File: config.mk
export PLATFORM = sky130hd
export DESIGN_NAME = queued_spi_scan
export DESIGN_NICKNAME = d
export VERILOG_FILES = /design/src/shared/queued_spi_pkg.sv /design/src/design/queued_spi_scan.sv /design/src/design/result_fifo.sv
export VERILOG_INCLUDE_DIRS = /design/src /design/src/shared
export SDC_FILE = /design/constraint.sdc
export NUM_CORES = 1
export LEC_CHECK = 0
export ABC_AREA = 1
export BUFFER_PORTS_ARGS = -buffer_cell sky130_fd_sc_hd__buf_2
export CAP_MARGIN = 20
export CORE_MARGIN = 2
export CORE_UTILIZATION = 40
export CTS_CLUSTER_DIAMETER = 40
export DETAILED_ROUTE_END_ITERATION = 8
export SYNTH_ARGS = -nofsm -noshare
export SYNTH_HDL_FRONTEND = slang
export SYNTH_SLANG_ARGS = --single-unit
File: constraint.sdc
create_clock -name clock_in -period 4.7 [get_ports clock_in]
set_clock_uncertainty 0.05 [all_clocks]
set_input_delay 0.47 -clock clock_in [delete_from_list [all_inputs] [get_ports clock_in]]
set_output_delay 0.47 -clock clock_in [all_outputs]
set_load 0.03 [all_outputs]
File: src/shared/queued_spi_consts.svh
// Timing counts, field positions and reset values of the queued converter-scan master.
// Assumes inclusion by bare name from the design files; definitions only.
`ifndef QUEUED_SPI_CONSTS_SVH
`define QUEUED_SPI_CONSTS_SVH

// System clock period in ns (25 MHz)
`define QS_CLOCK_PERIOD_NS     40
// Word length used when an entry does not enable its own length
`define QS_DEFAULT_BITS        5'h08
// Word length programmed for 10-bit converter exchanges
`define QS_WORD_BITS_RESET     5'h0a
// Post-transfer delay unit as log2 of its length in system clock cycles (32)
`define QS_POST_UNIT_SHIFT     5
// Queue entry count and pointer width
`define QS_QUEUE_DEPTH         16
`define QS_PTR_BITS            4
// Transmit and receive word width
`define QS_WORD_WIDTH          16
// Result FIFO depth
`define QS_FIFO_DEPTH          16
// Command byte field positions
`define QS_CMD_HOLD_BIT        7
`define QS_CMD_LEN_BIT         6
`define QS_CMD_POST_BIT        5
`define QS_CMD_PRE_BIT         4
// Reset values of pins and stored state
`define QS_SELECTS_RESET       4'hf
`define QS_WORD_RESET          16'h0000
`define QS_CMD_RESET           8'h00
`define QS_COUNT_RESET         16'h0000

`endif

File: src/shared/queued_spi_pkg.sv
// Types shared by the queued converter-scan master and its result FIFO.
// Assumes the constants header is compiled alongside; nothing is imported.
package queued_spi_pkg;

  // Per-entry command byte, most significant field first
  typedef struct packed {
    logic       chip_select_hold;
    logic       word_length_enable;
    logic       post_transfer_delay_enable;
    logic       pre_clock_delay_enable;
    logic [3:0] peripheral_selects;
  } cmd_t;

  // One received word together with the entry that captured it
  typedef struct packed {
    logic [3:0]  entry;
    logic [15:0] word;
  } result_t;

  // Sequencer states, one-hot
  typedef enum logic [4:0] {
    ST_IDLE  = 5'h01,
    ST_PRE   = 5'h02,
    ST_SHIFT = 5'h04,
    ST_HOLD  = 5'h08,
    ST_POST  = 5'h10
  } state_t;

endpackage

File: src/design/queued_spi_scan.sv
// Queued serial master that scans a converter from a 16-entry command queue.
// Assumes one 25 MHz clock, a slave that samples on rising SCK, and that miso is a raw pin.
// What this block does
// - Serial clock idles low; outgoing data changes on falling edges, sampled rising.
// - Serial clock rate is system clock over twice the divider value.
// - High and low clock phases each last exactly half a serial period.
// - Long pre-clock delay puts first edge pre-count cycles after select.
// - Without long pre-clock delay, first edge follows select by half period.
// - Selects stay unchanged half a period after the final clock edge.
// - Post-transfer delay waits 32 cycles times post count before next entry.
// - At least half a period between last falling edge and next select, plus 32 times post count if post delay is on.
// - Programmed word length sets bits per transfer; ten for converter use.
// - Entry uses programmed length only if its length enable is set, else eight.
// - Each entry sends its transmit word and stores received word in its slot.
// - Queue may start at entry F once, then loop entries 0-2 forever.
// - Finished flag sets when end-pointer entry completes.
// - Entry time is bits times period plus its delays, no extra idle.
// - Master may select another peripheral while a conversion runs.
// - Hold clear drives default selects only in post delay or after a non-wrapping end entry, else next entry's follow at once; hold set keeps entry's.
// - After end entry with wrap, continue at entry 0 or start pointer.
`timescale 1ns/10ps
`include "queued_spi_consts.svh"
module queued_spi_scan #(
  parameter int FIFO_DEPTH = `QS_FIFO_DEPTH
) (
  input  wire logic                   clock_in,
  input  wire logic                   reset_n_in,
  input  wire logic                   queue_write_in,
  input  wire logic [3:0]             queue_index_in,
  input  wire logic [15:0]            queue_tx_word_in,
  input  wire queued_spi_pkg::cmd_t   queue_cmd_in,
  input  wire logic [3:0]             rx_index_in,
  output      logic [15:0]            rx_word_out,
  input  wire logic [7:0]             clock_divider_in,
  input  wire logic [4:0]             word_bits_in,
  input  wire logic [7:0]             pre_clock_delay_count_in,
  input  wire logic [7:0]             post_transfer_delay_count_in,
  input  wire logic [3:0]             default_selects_in,
  input  wire logic [3:0]             queue_start_pointer_in,
  input  wire logic [3:0]             queue_end_pointer_in,
  input  wire logic                   queue_wrap_enable_in,
  input  wire logic                   wrap_target_select_in,
  input  wire logic                   start_in,
  input  wire logic                   stop_in,
  input  wire logic                   clear_finished_in,
  output      logic                   running_out,
  output      logic                   queue_finished_flag_out,
  output      logic [3:0]             completed_pointer_out,
  output      logic                   sck_out,
  output      logic                   mosi_out,
  input  wire logic                   miso_in,
  output      logic [3:0]             peripheral_selects_out,
  output      logic                   result_valid_out,
  input  wire logic                   result_ready_in,
  output      queued_spi_pkg::result_t result_data_out
);

  // Half period in system cycles; a zero divider is taken as one
  function automatic logic [15:0] half_cycles(input logic [7:0] div);
    half_cycles = (div == 8'h00) ? 16'h0001 : {8'h00, div};
  endfunction

  queued_spi_pkg::state_t  state_q, state_d;
  queued_spi_pkg::cmd_t    cmd_mem [`QS_QUEUE_DEPTH];
  queued_spi_pkg::cmd_t    cmd_q, cmd_d;
  queued_spi_pkg::result_t push_data;
  logic [15:0] tx_mem [`QS_QUEUE_DEPTH];
  logic [15:0] rx_mem [`QS_QUEUE_DEPTH];
  logic [15:0] tx_q, tx_d, rx_q, rx_d, cnt_q, cnt_d, pre_q, pre_d, half;
  logic [4:0]  bits_q, bits_d, idx_q, idx_d, len;
  logic [3:0]  ptr_q, ptr_d, cs_q, cs_d, done_q, done_d, lp;
  logic        sck_q, sck_d, mosi_q, mosi_d, fin_q, fin_d, halt_q, halt_d;
  logic        launch, complete, fifo_ready, fifo_valid;
  logic [2:0]  miso_s;
  logic        miso_q, miso_d;

  ////////////////////////////////////////////////////////////////////////////
  // Pin synchroniser: a change counts once the second and third stages agree
  always_comb begin
    miso_d = (miso_s[1] == miso_s[2]) ? miso_s[2] : miso_q;
  end

  always_ff @(posedge clock_in or negedge reset_n_in) begin
    if (!reset_n_in) begin
      miso_s <= 3'h0;
      miso_q <= 1'b0;
    end else begin
      miso_s <= {miso_s[1:0], miso_in};
      miso_q <= miso_d;
    end
  end

  ////////////////////////////////////////////////////////////////////////////
  // Queue store: words and command bytes written by the host side, results kept per slot
  always_ff @(posedge clock_in) begin
    if (queue_write_in) begin
      tx_mem[queue_index_in]  <= queue_tx_word_in;
      cmd_mem[queue_index_in] <= queue_cmd_in;
    end
    if (complete) begin
      rx_mem[ptr_q] <= rx_q;
    end
  end

  // Result readback comes out of a register, one cycle after the index
  always_ff @(posedge clock_in or negedge reset_n_in) begin
    if (!reset_n_in) begin
      rx_word_out <= `QS_WORD_RESET;
    end else begin
      rx_word_out <= rx_mem[rx_index_in];
    end
  end

  ////////////////////////////////////////////////////////////////////////////
  // Sequencer: one entry is select, pre delay, shift, hold, optional post delay
  always_comb begin
    state_d  = state_q;
    cmd_d    = cmd_q;
    tx_d     = tx_q;
    rx_d     = rx_q;
    cnt_d    = (cnt_q != 16'h0000) ? cnt_q - 16'h0001 : cnt_q;
    pre_d    = pre_q;
    bits_d   = bits_q;
    idx_d    = idx_q;
    ptr_d    = ptr_q;
    cs_d     = cs_q;
    sck_d    = sck_q;
    mosi_d   = mosi_q;
    done_d   = done_q;
    halt_d   = halt_q;
    fin_d    = fin_q;
    launch   = 1'b0;
    complete = 1'b0;
    lp       = ptr_q;
    half     = half_cycles(clock_divider_in);
    len      = `QS_DEFAULT_BITS;
    case (state_q)
      queued_spi_pkg::ST_IDLE: begin
        if (start_in) begin
          lp     = queue_start_pointer_in;
          launch = 1'b1;
        end
      end
      queued_spi_pkg::ST_PRE: begin
        if (cnt_q == 16'h0000) begin
          sck_d   = 1'b1;
          rx_d    = {rx_q[14:0], miso_q};
          cnt_d   = half - 16'h0001;
          state_d = queued_spi_pkg::ST_SHIFT;
        end
      end
      queued_spi_pkg::ST_SHIFT: begin
        if (cnt_q == 16'h0000) begin
          cnt_d = half - 16'h0001;
          if (sck_q) begin
            sck_d = 1'b0;
            if (idx_q == 5'h00) begin
              state_d = queued_spi_pkg::ST_HOLD;
            end else begin
              idx_d  = idx_q - 5'h01;
              mosi_d = tx_q[4'(idx_q - 5'h01)];
            end
          end else begin
            sck_d = 1'b1;
            rx_d  = {rx_q[14:0], miso_q};
          end
        end
      end
      queued_spi_pkg::ST_HOLD: begin
        // Waits on a full FIFO here, so selects stay put rather than dropping a word
        // A stop in the completion cycle wins, so no word is pushed and no flag is set
        if (cnt_q == 16'h0000 && fifo_ready && !stop_in) begin
          complete = 1'b1;
          done_d   = ptr_q;
          cs_d     = cmd_q.chip_select_hold ? cs_q : default_selects_in;
          lp       = ptr_q + 4'h1;
          if (ptr_q == queue_end_pointer_in) begin
            fin_d = 1'b1;
            if (queue_wrap_enable_in) begin
              lp = wrap_target_select_in ? queue_start_pointer_in : 4'h0;
            end else begin
              halt_d = 1'b1;
            end
          end
          ptr_d = lp;
          if (cmd_q.post_transfer_delay_enable && post_transfer_delay_count_in != 8'h00) begin
            cnt_d   = {3'h0, post_transfer_delay_count_in, 5'h00} - 16'h0001;
            state_d = queued_spi_pkg::ST_POST;
          end else if (ptr_q == queue_end_pointer_in && !queue_wrap_enable_in) begin
            state_d = queued_spi_pkg::ST_IDLE;
          end else begin
            launch = 1'b1;
          end
        end
      end
      queued_spi_pkg::ST_POST: begin
        if (cnt_q == 16'h0000) begin
          if (halt_q) begin
            state_d = queued_spi_pkg::ST_IDLE;
          end else begin
            launch = 1'b1;
          end
        end
      end
      default: begin
        state_d = queued_spi_pkg::ST_IDLE;
      end
    endcase
    // Entry start: selects first, then the pre-clock wait counts from them
    if (launch) begin
      cmd_d   = cmd_mem[lp];
      tx_d    = tx_mem[lp];
      ptr_d   = lp;
      halt_d  = 1'b0;
      cs_d    = cmd_mem[lp].peripheral_selects;
      len     = cmd_mem[lp].word_length_enable ? word_bits_in : `QS_DEFAULT_BITS;
      bits_d  = len;
      idx_d   = len - 5'h01;
      mosi_d  = tx_mem[lp][4'(len - 5'h01)];
      pre_d   = (cmd_mem[lp].pre_clock_delay_enable && pre_clock_delay_count_in != 8'h00)
              ? {8'h00, pre_clock_delay_count_in} : half;
      cnt_d   = pre_d - 16'h0001;
      rx_d    = 16'h0000;
      state_d = queued_spi_pkg::ST_PRE;
    end
    // A stop ends everything at once; the flag clear loses to a same-cycle set
    if (stop_in) begin
      state_d = queued_spi_pkg::ST_IDLE;
      sck_d   = 1'b0;
      cs_d    = default_selects_in;
    end
    if (clear_finished_in && !(complete && ptr_q == queue_end_pointer_in)) begin
      fin_d = 1'b0;
    end
  end

  always_ff @(posedge clock_in or negedge reset_n_in) begin
    if (!reset_n_in) begin
      state_q <= queued_spi_pkg::ST_IDLE;
      cmd_q   <= `QS_CMD_RESET;
      tx_q    <= `QS_WORD_RESET;
      rx_q    <= `QS_WORD_RESET;
      cnt_q   <= `QS_COUNT_RESET;
      pre_q   <= `QS_COUNT_RESET;
      bits_q  <= `QS_DEFAULT_BITS;
      idx_q   <= 5'h00;
      ptr_q   <= 4'h0;
      cs_q    <= `QS_SELECTS_RESET;
      sck_q   <= 1'b0;
      mosi_q  <= 1'b0;
      done_q  <= 4'h0;
      halt_q  <= 1'b0;
      fin_q   <= 1'b0;
    end else begin
      state_q <= state_d;
      cmd_q   <= cmd_d;
      tx_q    <= tx_d;
      rx_q    <= rx_d;
      cnt_q   <= cnt_d;
      pre_q   <= pre_d;
      bits_q  <= bits_d;
      idx_q   <= idx_d;
      ptr_q   <= ptr_d;
      cs_q    <= cs_d;
      sck_q   <= sck_d;
      mosi_q  <= mosi_d;
      done_q  <= done_d;
      halt_q  <= halt_d;
      fin_q   <= fin_d;
    end
  end

  assign running_out             = (state_q != queued_spi_pkg::ST_IDLE);
  assign queue_finished_flag_out = fin_q;
  assign completed_pointer_out   = done_q;
  assign sck_out                 = sck_q;
  assign mosi_out                = mosi_q;
  assign peripheral_selects_out  = cs_q;

  ////////////////////////////////////////////////////////////////////////////
  // Every completed word is also streamed out with its entry number
  assign push_data = '{entry: ptr_q, word: rx_q};

  result_fifo #(
    .WIDTH ($bits(queued_spi_pkg::result_t)),
    .DEPTH (FIFO_DEPTH)
  ) u_fifo (
    .clock_in      (clock_in),
    .reset_n_in    (reset_n_in),
    .in_valid_in   (complete),
    .in_ready_out  (fifo_ready),
    .in_data_in    (push_data),
    .out_valid_out (fifo_valid),
    .out_ready_in  (result_ready_in),
    .out_data_out  (result_data_out)
  );

  assign result_valid_out = fifo_valid;

  ////////////////////////////////////////////////////////////////////////////
  // Helper counters read only by the checks below
  logic [15:0] phase_age_q, launch_age_q, fall_age_q, post_age_q;
  logic [4:0]  rises_q;

  always_ff @(posedge clock_in or negedge reset_n_in) begin
    if (!reset_n_in) begin
      phase_age_q  <= 16'h0000;
      launch_age_q <= 16'h0000;
      fall_age_q   <= 16'h0000;
      post_age_q   <= 16'h0000;
      rises_q      <= 5'h00;
    end else begin
      phase_age_q  <= (sck_d != sck_q) ? 16'h0001 : phase_age_q + 16'h0001;
      launch_age_q <= launch ? 16'h0001 : launch_age_q + 16'h0001;
      fall_age_q   <= (sck_q && !sck_d) ? 16'h0001 : fall_age_q + 16'h0001;
      post_age_q   <= (state_q == queued_spi_pkg::ST_POST) ? post_age_q + 16'h0001 : 16'h0000;
      rises_q      <= launch ? 5'h00 : rises_q + {4'h0, (!sck_q && sck_d)};
    end
  end
endmodule

File: src/design/result_fifo.sv
// Result FIFO: a small word store with a registered output stage.
// Assumes one clock; the drain side may stall, which back-pressures the scanner.
`timescale 1ns/10ps
module result_fifo #(
  parameter int WIDTH = 20,
  parameter int DEPTH = 16
) (
  input  wire logic             clock_in,
  input  wire logic             reset_n_in,
  input  wire logic             in_valid_in,
  output      logic             in_ready_out,
  input  wire logic [WIDTH-1:0] in_data_in,
  output      logic             out_valid_out,
  input  wire logic             out_ready_in,
  output      logic [WIDTH-1:0] out_data_out
);
  localparam int AW = $clog2(DEPTH);

  logic [WIDTH-1:0] mem_q [DEPTH];
  logic [AW-1:0]    wr_q, wr_d, rd_q, rd_d;
  logic [AW:0]      count_q, count_d;
  logic             valid_q, valid_d;
  logic [WIDTH-1:0] data_q, data_d;
  logic             push, pop;

  //////////////////////////////////////////////////////////////////////////
  // Next pointers; the output register refills whenever it empties or is taken
  always_comb begin
    push    = in_valid_in && in_ready_out;
    pop     = (!valid_q || out_ready_in) && (count_q != '0);
    wr_d    = push ? wr_q + 1'b1 : wr_q;
    rd_d    = pop ? rd_q + 1'b1 : rd_q;
    count_d = count_q + {{AW{1'b0}}, push} - {{AW{1'b0}}, pop};
    valid_d = pop ? 1'b1 : (out_ready_in ? 1'b0 : valid_q);
    data_d  = pop ? mem_q[rd_q] : data_q;
  end

  // Full is honest: no write is taken while every slot holds a word
  assign in_ready_out  = (count_q != (AW+1)'(DEPTH));
  assign out_valid_out = valid_q;
  assign out_data_out  = data_q;

  //////////////////////////////////////////////////////////////////////////
  // Storage has no reset; only the pointers, the count and the output stage do
  always_ff @(posedge clock_in) begin
    if (push) begin
      mem_q[wr_q] <= in_data_in;
    end
  end

  always_ff @(posedge clock_in or negedge reset_n_in) begin
    if (!reset_n_in) begin
      wr_q    <= '0;
      rd_q    <= '0;
      count_q <= '0;
      valid_q <= 1'b0;
      data_q  <= '0;
    end else begin
      wr_q    <= wr_d;
      rd_q    <= rd_d;
      count_q <= count_d;
      valid_q <= valid_d;
      data_q  <= data_d;
    end
  end

endmodule

==> metrics.txt <==
post-route ant nets 0; Area Growth Syn to Fin 17.59%; FF-to-FF path depth 22; outcome finished clean; WHS Endpoint peripheral_selects_out[1]; root buf cell clkbuf_16; CP startpoint kind flop; first-pass GRT wire length 177.3 mm; WHS Path Cells 3; wirelength, routed 117.9 mm; number of flops mapped to enable cells by yosys 960; Rows 123; NetSw 0.01259 W; CTS H-tree depth 4; Syn. warnings 0; Simple-Gate Fraction of Synth Area between 10% and 20%; critical path type reg2reg; WP data arrival 4560 ps; Final period util 85.00%; cts bufs inserted 140; Post-Synth Adder-Cell Area 0.6701%; IO Count 132; chip width 341.5 µm; vias in the first global route 28.83k; hold wc startpoint default_selects_in[1]; cells after synthesis 3660; post-CTS setup buffers 0; Synth cell types 48; reg2reg end mosi_out; total gr overflow 0; WHS roughly 44 ps; critical path's slowest cell ha_1; Reg2Reg Launch Point cnt_q[0]; crit path buf inv count 3; CP Cell Sequence inv_1, ha_1, nand3_1, nor2_2, nand3_2, a21oi_1, nand2_1, nand2_2, buf_4, nand3_1, nand3_1, nand3_1, nand3_1, nand3_2, ha_1, inv_1, nand3_1, nand3_1, nand3_1, nand3_1, nand2_1, nand2_1; DPL Wire Length 67.88 mm; Peak VDD IR 623.5 µV; post-synthesis register bit count roughly 1.1k; final setup TNS 0 ps; Min Clock Period, post-route 3995 ps; Post-Synthesis Mean Instance Area 12.45 µm²; Slew Limit Fails 0; initial core utilization 40.39%; final routed DRC violation total 0; Final Setup Violations 0; Pre-antenna DRT Iters 5; Leak 19.96 nW; Rel. slew slack roughly a quarter; Vias 29.50k; RSZ-0062 raised after global routing no; XOR/XNOR Fraction of Synth Area 0.7112%; internal power 0.02135 W; Worst Path Required about 5300 ps; Power per Cell Area 633.5 nW/µm²; Comb pwr share 34.0%; initial DRC count 2748; Crit. path cell count 22; CP dominant cell by count nand3_1; Inst Count DP just over 5k; Clock transition at path regs ~50 ps; Crit Path Max Fanout 31; Mapped Area roughly 46000 µm²; Total GRT Usage approximately a fifth; Top delay family on crit path simple AND/OR/NAND/NOR gates; Reg2Reg Setup Slack 700 ps; Hold Vio Cnt, Final 0; initial antenna violation count 18; routability cong. 0.8611; Chip Height 341.5 µm; clock buffer depth 3; largest family of logic cells by synthesized area simple AND/OR/NAND/NOR gates; fmax 250.3 MHz; final core occ 47.49%; CTS tree done; Slew @ Worst Pin 1120 ps; post-synthesis mux area share 2.834%; fin cells around 5.5k; DIE AREA 116600 µm²; WL/cell 21.56 µm; largest net degree at the start of global routing 163; HP Class in2reg; CP max stage delay about 520 ps; clock share of power 32.4%; vias per cell roughly 5.4; share of layout cells above drive strength 1 13.98%; Synth Area in Compound Gates 9.913%; count of input and output buffers roughly 130; FFs w/ async S/R, synth 11.93%; clk sinks 1090; max_cap viols 0; Worst-Skew Late Latency 730 ps; post-synthesis sequential area ratio a little over two thirds; sequential fraction of design power 33.6%; Setup crit end kind flop; Syn Nets 3766; top_reg_cell synth edfxtp_1; switching share of power 37.09%; core area 112800 µm²; Final nets 3951
==> tightest hold or removal path: cells and delay by family <==
family	cells	cell delay [ps]
buffers and inverters	1	100
AOI/OAI and AO/OA	2	200
==> per-stage QoR <==
step | power, W | setup slack, ps | cell area [µm²]
after global routing | 0.03583 | 359.2 | 53570
final | 0.03394 | 704.9 | 53580
after global placement | 0.02295 | 790.7 | 48140
after detailed placement | 0.02308 | 709.0 | 48320
after floorplan | 0.01997 | 1407 | 45560
after CTS | 0.03409 | 718.1 | 53260
==> how the worst max path moves through the flow <==
stage | end | slack, ps | from
after floorplan | mosi_out | 1410 | cnt_q[0]
after global placement | cnt_q[15] | 790 | cnt_q[0]
after detailed placement | cnt_q[10] | 710 | cnt_q[0]
after CTS | cnt_q[8] | 720 | cnt_q[0]
after global routing | cnt_q[8] | 360 | cnt_q[0]
final | mosi_out | 700 | cnt_q[0]
==> layout by cell type, fill, tap and decap left out, drive strengths merged, types with 2 or more instances in the layout <==
cell type    count
a21oi          102
clkbuf         169
nor4             7
nor3            13
inv            357
nor2           344
a31oi           33
diode            4
o21ai          274
ha              22
o221ai          70
nand3          286
o311ai           9
o21bai           5
bufinv          19
buf            234
clkinvlp         9
o211ai         177
o32ai           32
dfstp            5
nand2          428
o22ai            2
mux2i          129
o31ai            3
nand4           11
nand3b          25
xnor2           13
a22oi            2
or2              4
edfxtp         960
clkinv          56
dfrtp          125
xor2            24
dlygate4sd3      8
==> kinds of logic (layout without fill, tap and decap cells) <==
| family | count (synthesis) | count (layout) |
|---|---|---|
| buf+inv | 550 | 852 |
| compound gates | 712 | 712 |
| fa+ha+maj | 24 | 24 |
| xor+xnor | 37 | 37 |
| other cells | 0 | 4 |
| simple gates | 1118 | 1118 |
| flops | 1090 | 1090 |
| mux | 129 | 129 |
==> power groups by stage <==
stage          registers [W]  clock network, W  logic (W)
3_5_place_dp          0.0116                 0     0.0115
2_1_floorplan         0.0117                 0    0.00826
5_1_grt               0.0115            0.0116     0.0128
4_1_cts               0.0114            0.0111     0.0115
6_report              0.0114            0.0110     0.0115
3_3_place_gp          0.0116                 0     0.0114
==> cell type report <==
cell class | count | area, µm²
inverter | 351 | 1319
fill | 9892 | 59230
antenna | 4 | 10.01
timing repair buffer | 242 | 1889
clock buffer | 169 | 3694
multi-input combinational | 2020 | 11510
clock inverter | 90 | 1176
sequential | 1090 | 32100
tap | 1500 | 1877
==> registers in the layout, indices dropped and copies added (netlist names), 2 cells and up <==
signal / cells
u_fifo.wr_q: 4
u_fifo.mem_q: 320
ptr_q: 4
cnt_q: 16
u_fifo.out_data_out: 20
state_q: 5
tx_q: 16
idx_q: 5
rx_mem: 256
rx_q: 16
u_fifo.rd_q: 4
completed_pointer_out: 4
miso_s: 3
tx_mem: 256
peripheral_selects_out: 4
cmd_mem: 128
rx_word_out: 16
cmd_q: 2
u_fifo.count_q: 5
==> synthesized netlist by cell type, drive strengths merged (7+ instances only) <==
cell | number | share of area [%]
nand3b | 25 | 0.41
o21ai | 274 | 3.0
a21oi | 102 | 1.1
xor2 | 24 | 0.46
nor4 | 7 | 0.096
dfrtp | 125 | 6.9
mux2i | 129 | 2.8
buf | 78 | 0.90
inv | 344 | 2.8
nand2 | 428 | 3.6
nand3 | 286 | 3.2
clkinv | 7 | 0.058
o211ai | 177 | 2.9
o311ai | 9 | 0.17
o32ai | 32 | 0.62
nor2 | 344 | 2.9
clkbuf | 121 | 1.0
ha | 22 | 0.60
xnor2 | 13 | 0.25
nand4 | 11 | 0.15
o221ai | 70 | 1.3
edfxtp | 960 | 63
nor3 | 13 | 0.15
a31oi | 33 | 0.45
==> timing repair <==
action                                 CTS  global route
endpoints found under the hold margin   60             0
hold buffers                             8             0
resized for setup                        0             0
==> layer usage <==
metal	GRT usage [%]	up-vias	wire length, µm
li1	-	13670	-
met5	0	-	124
met4	6.443	18	2694
met2	32.77	814	56270
met3	4.450	222	7543
met1	26.62	14770	51230
Power figures use the tool's default switching activity.
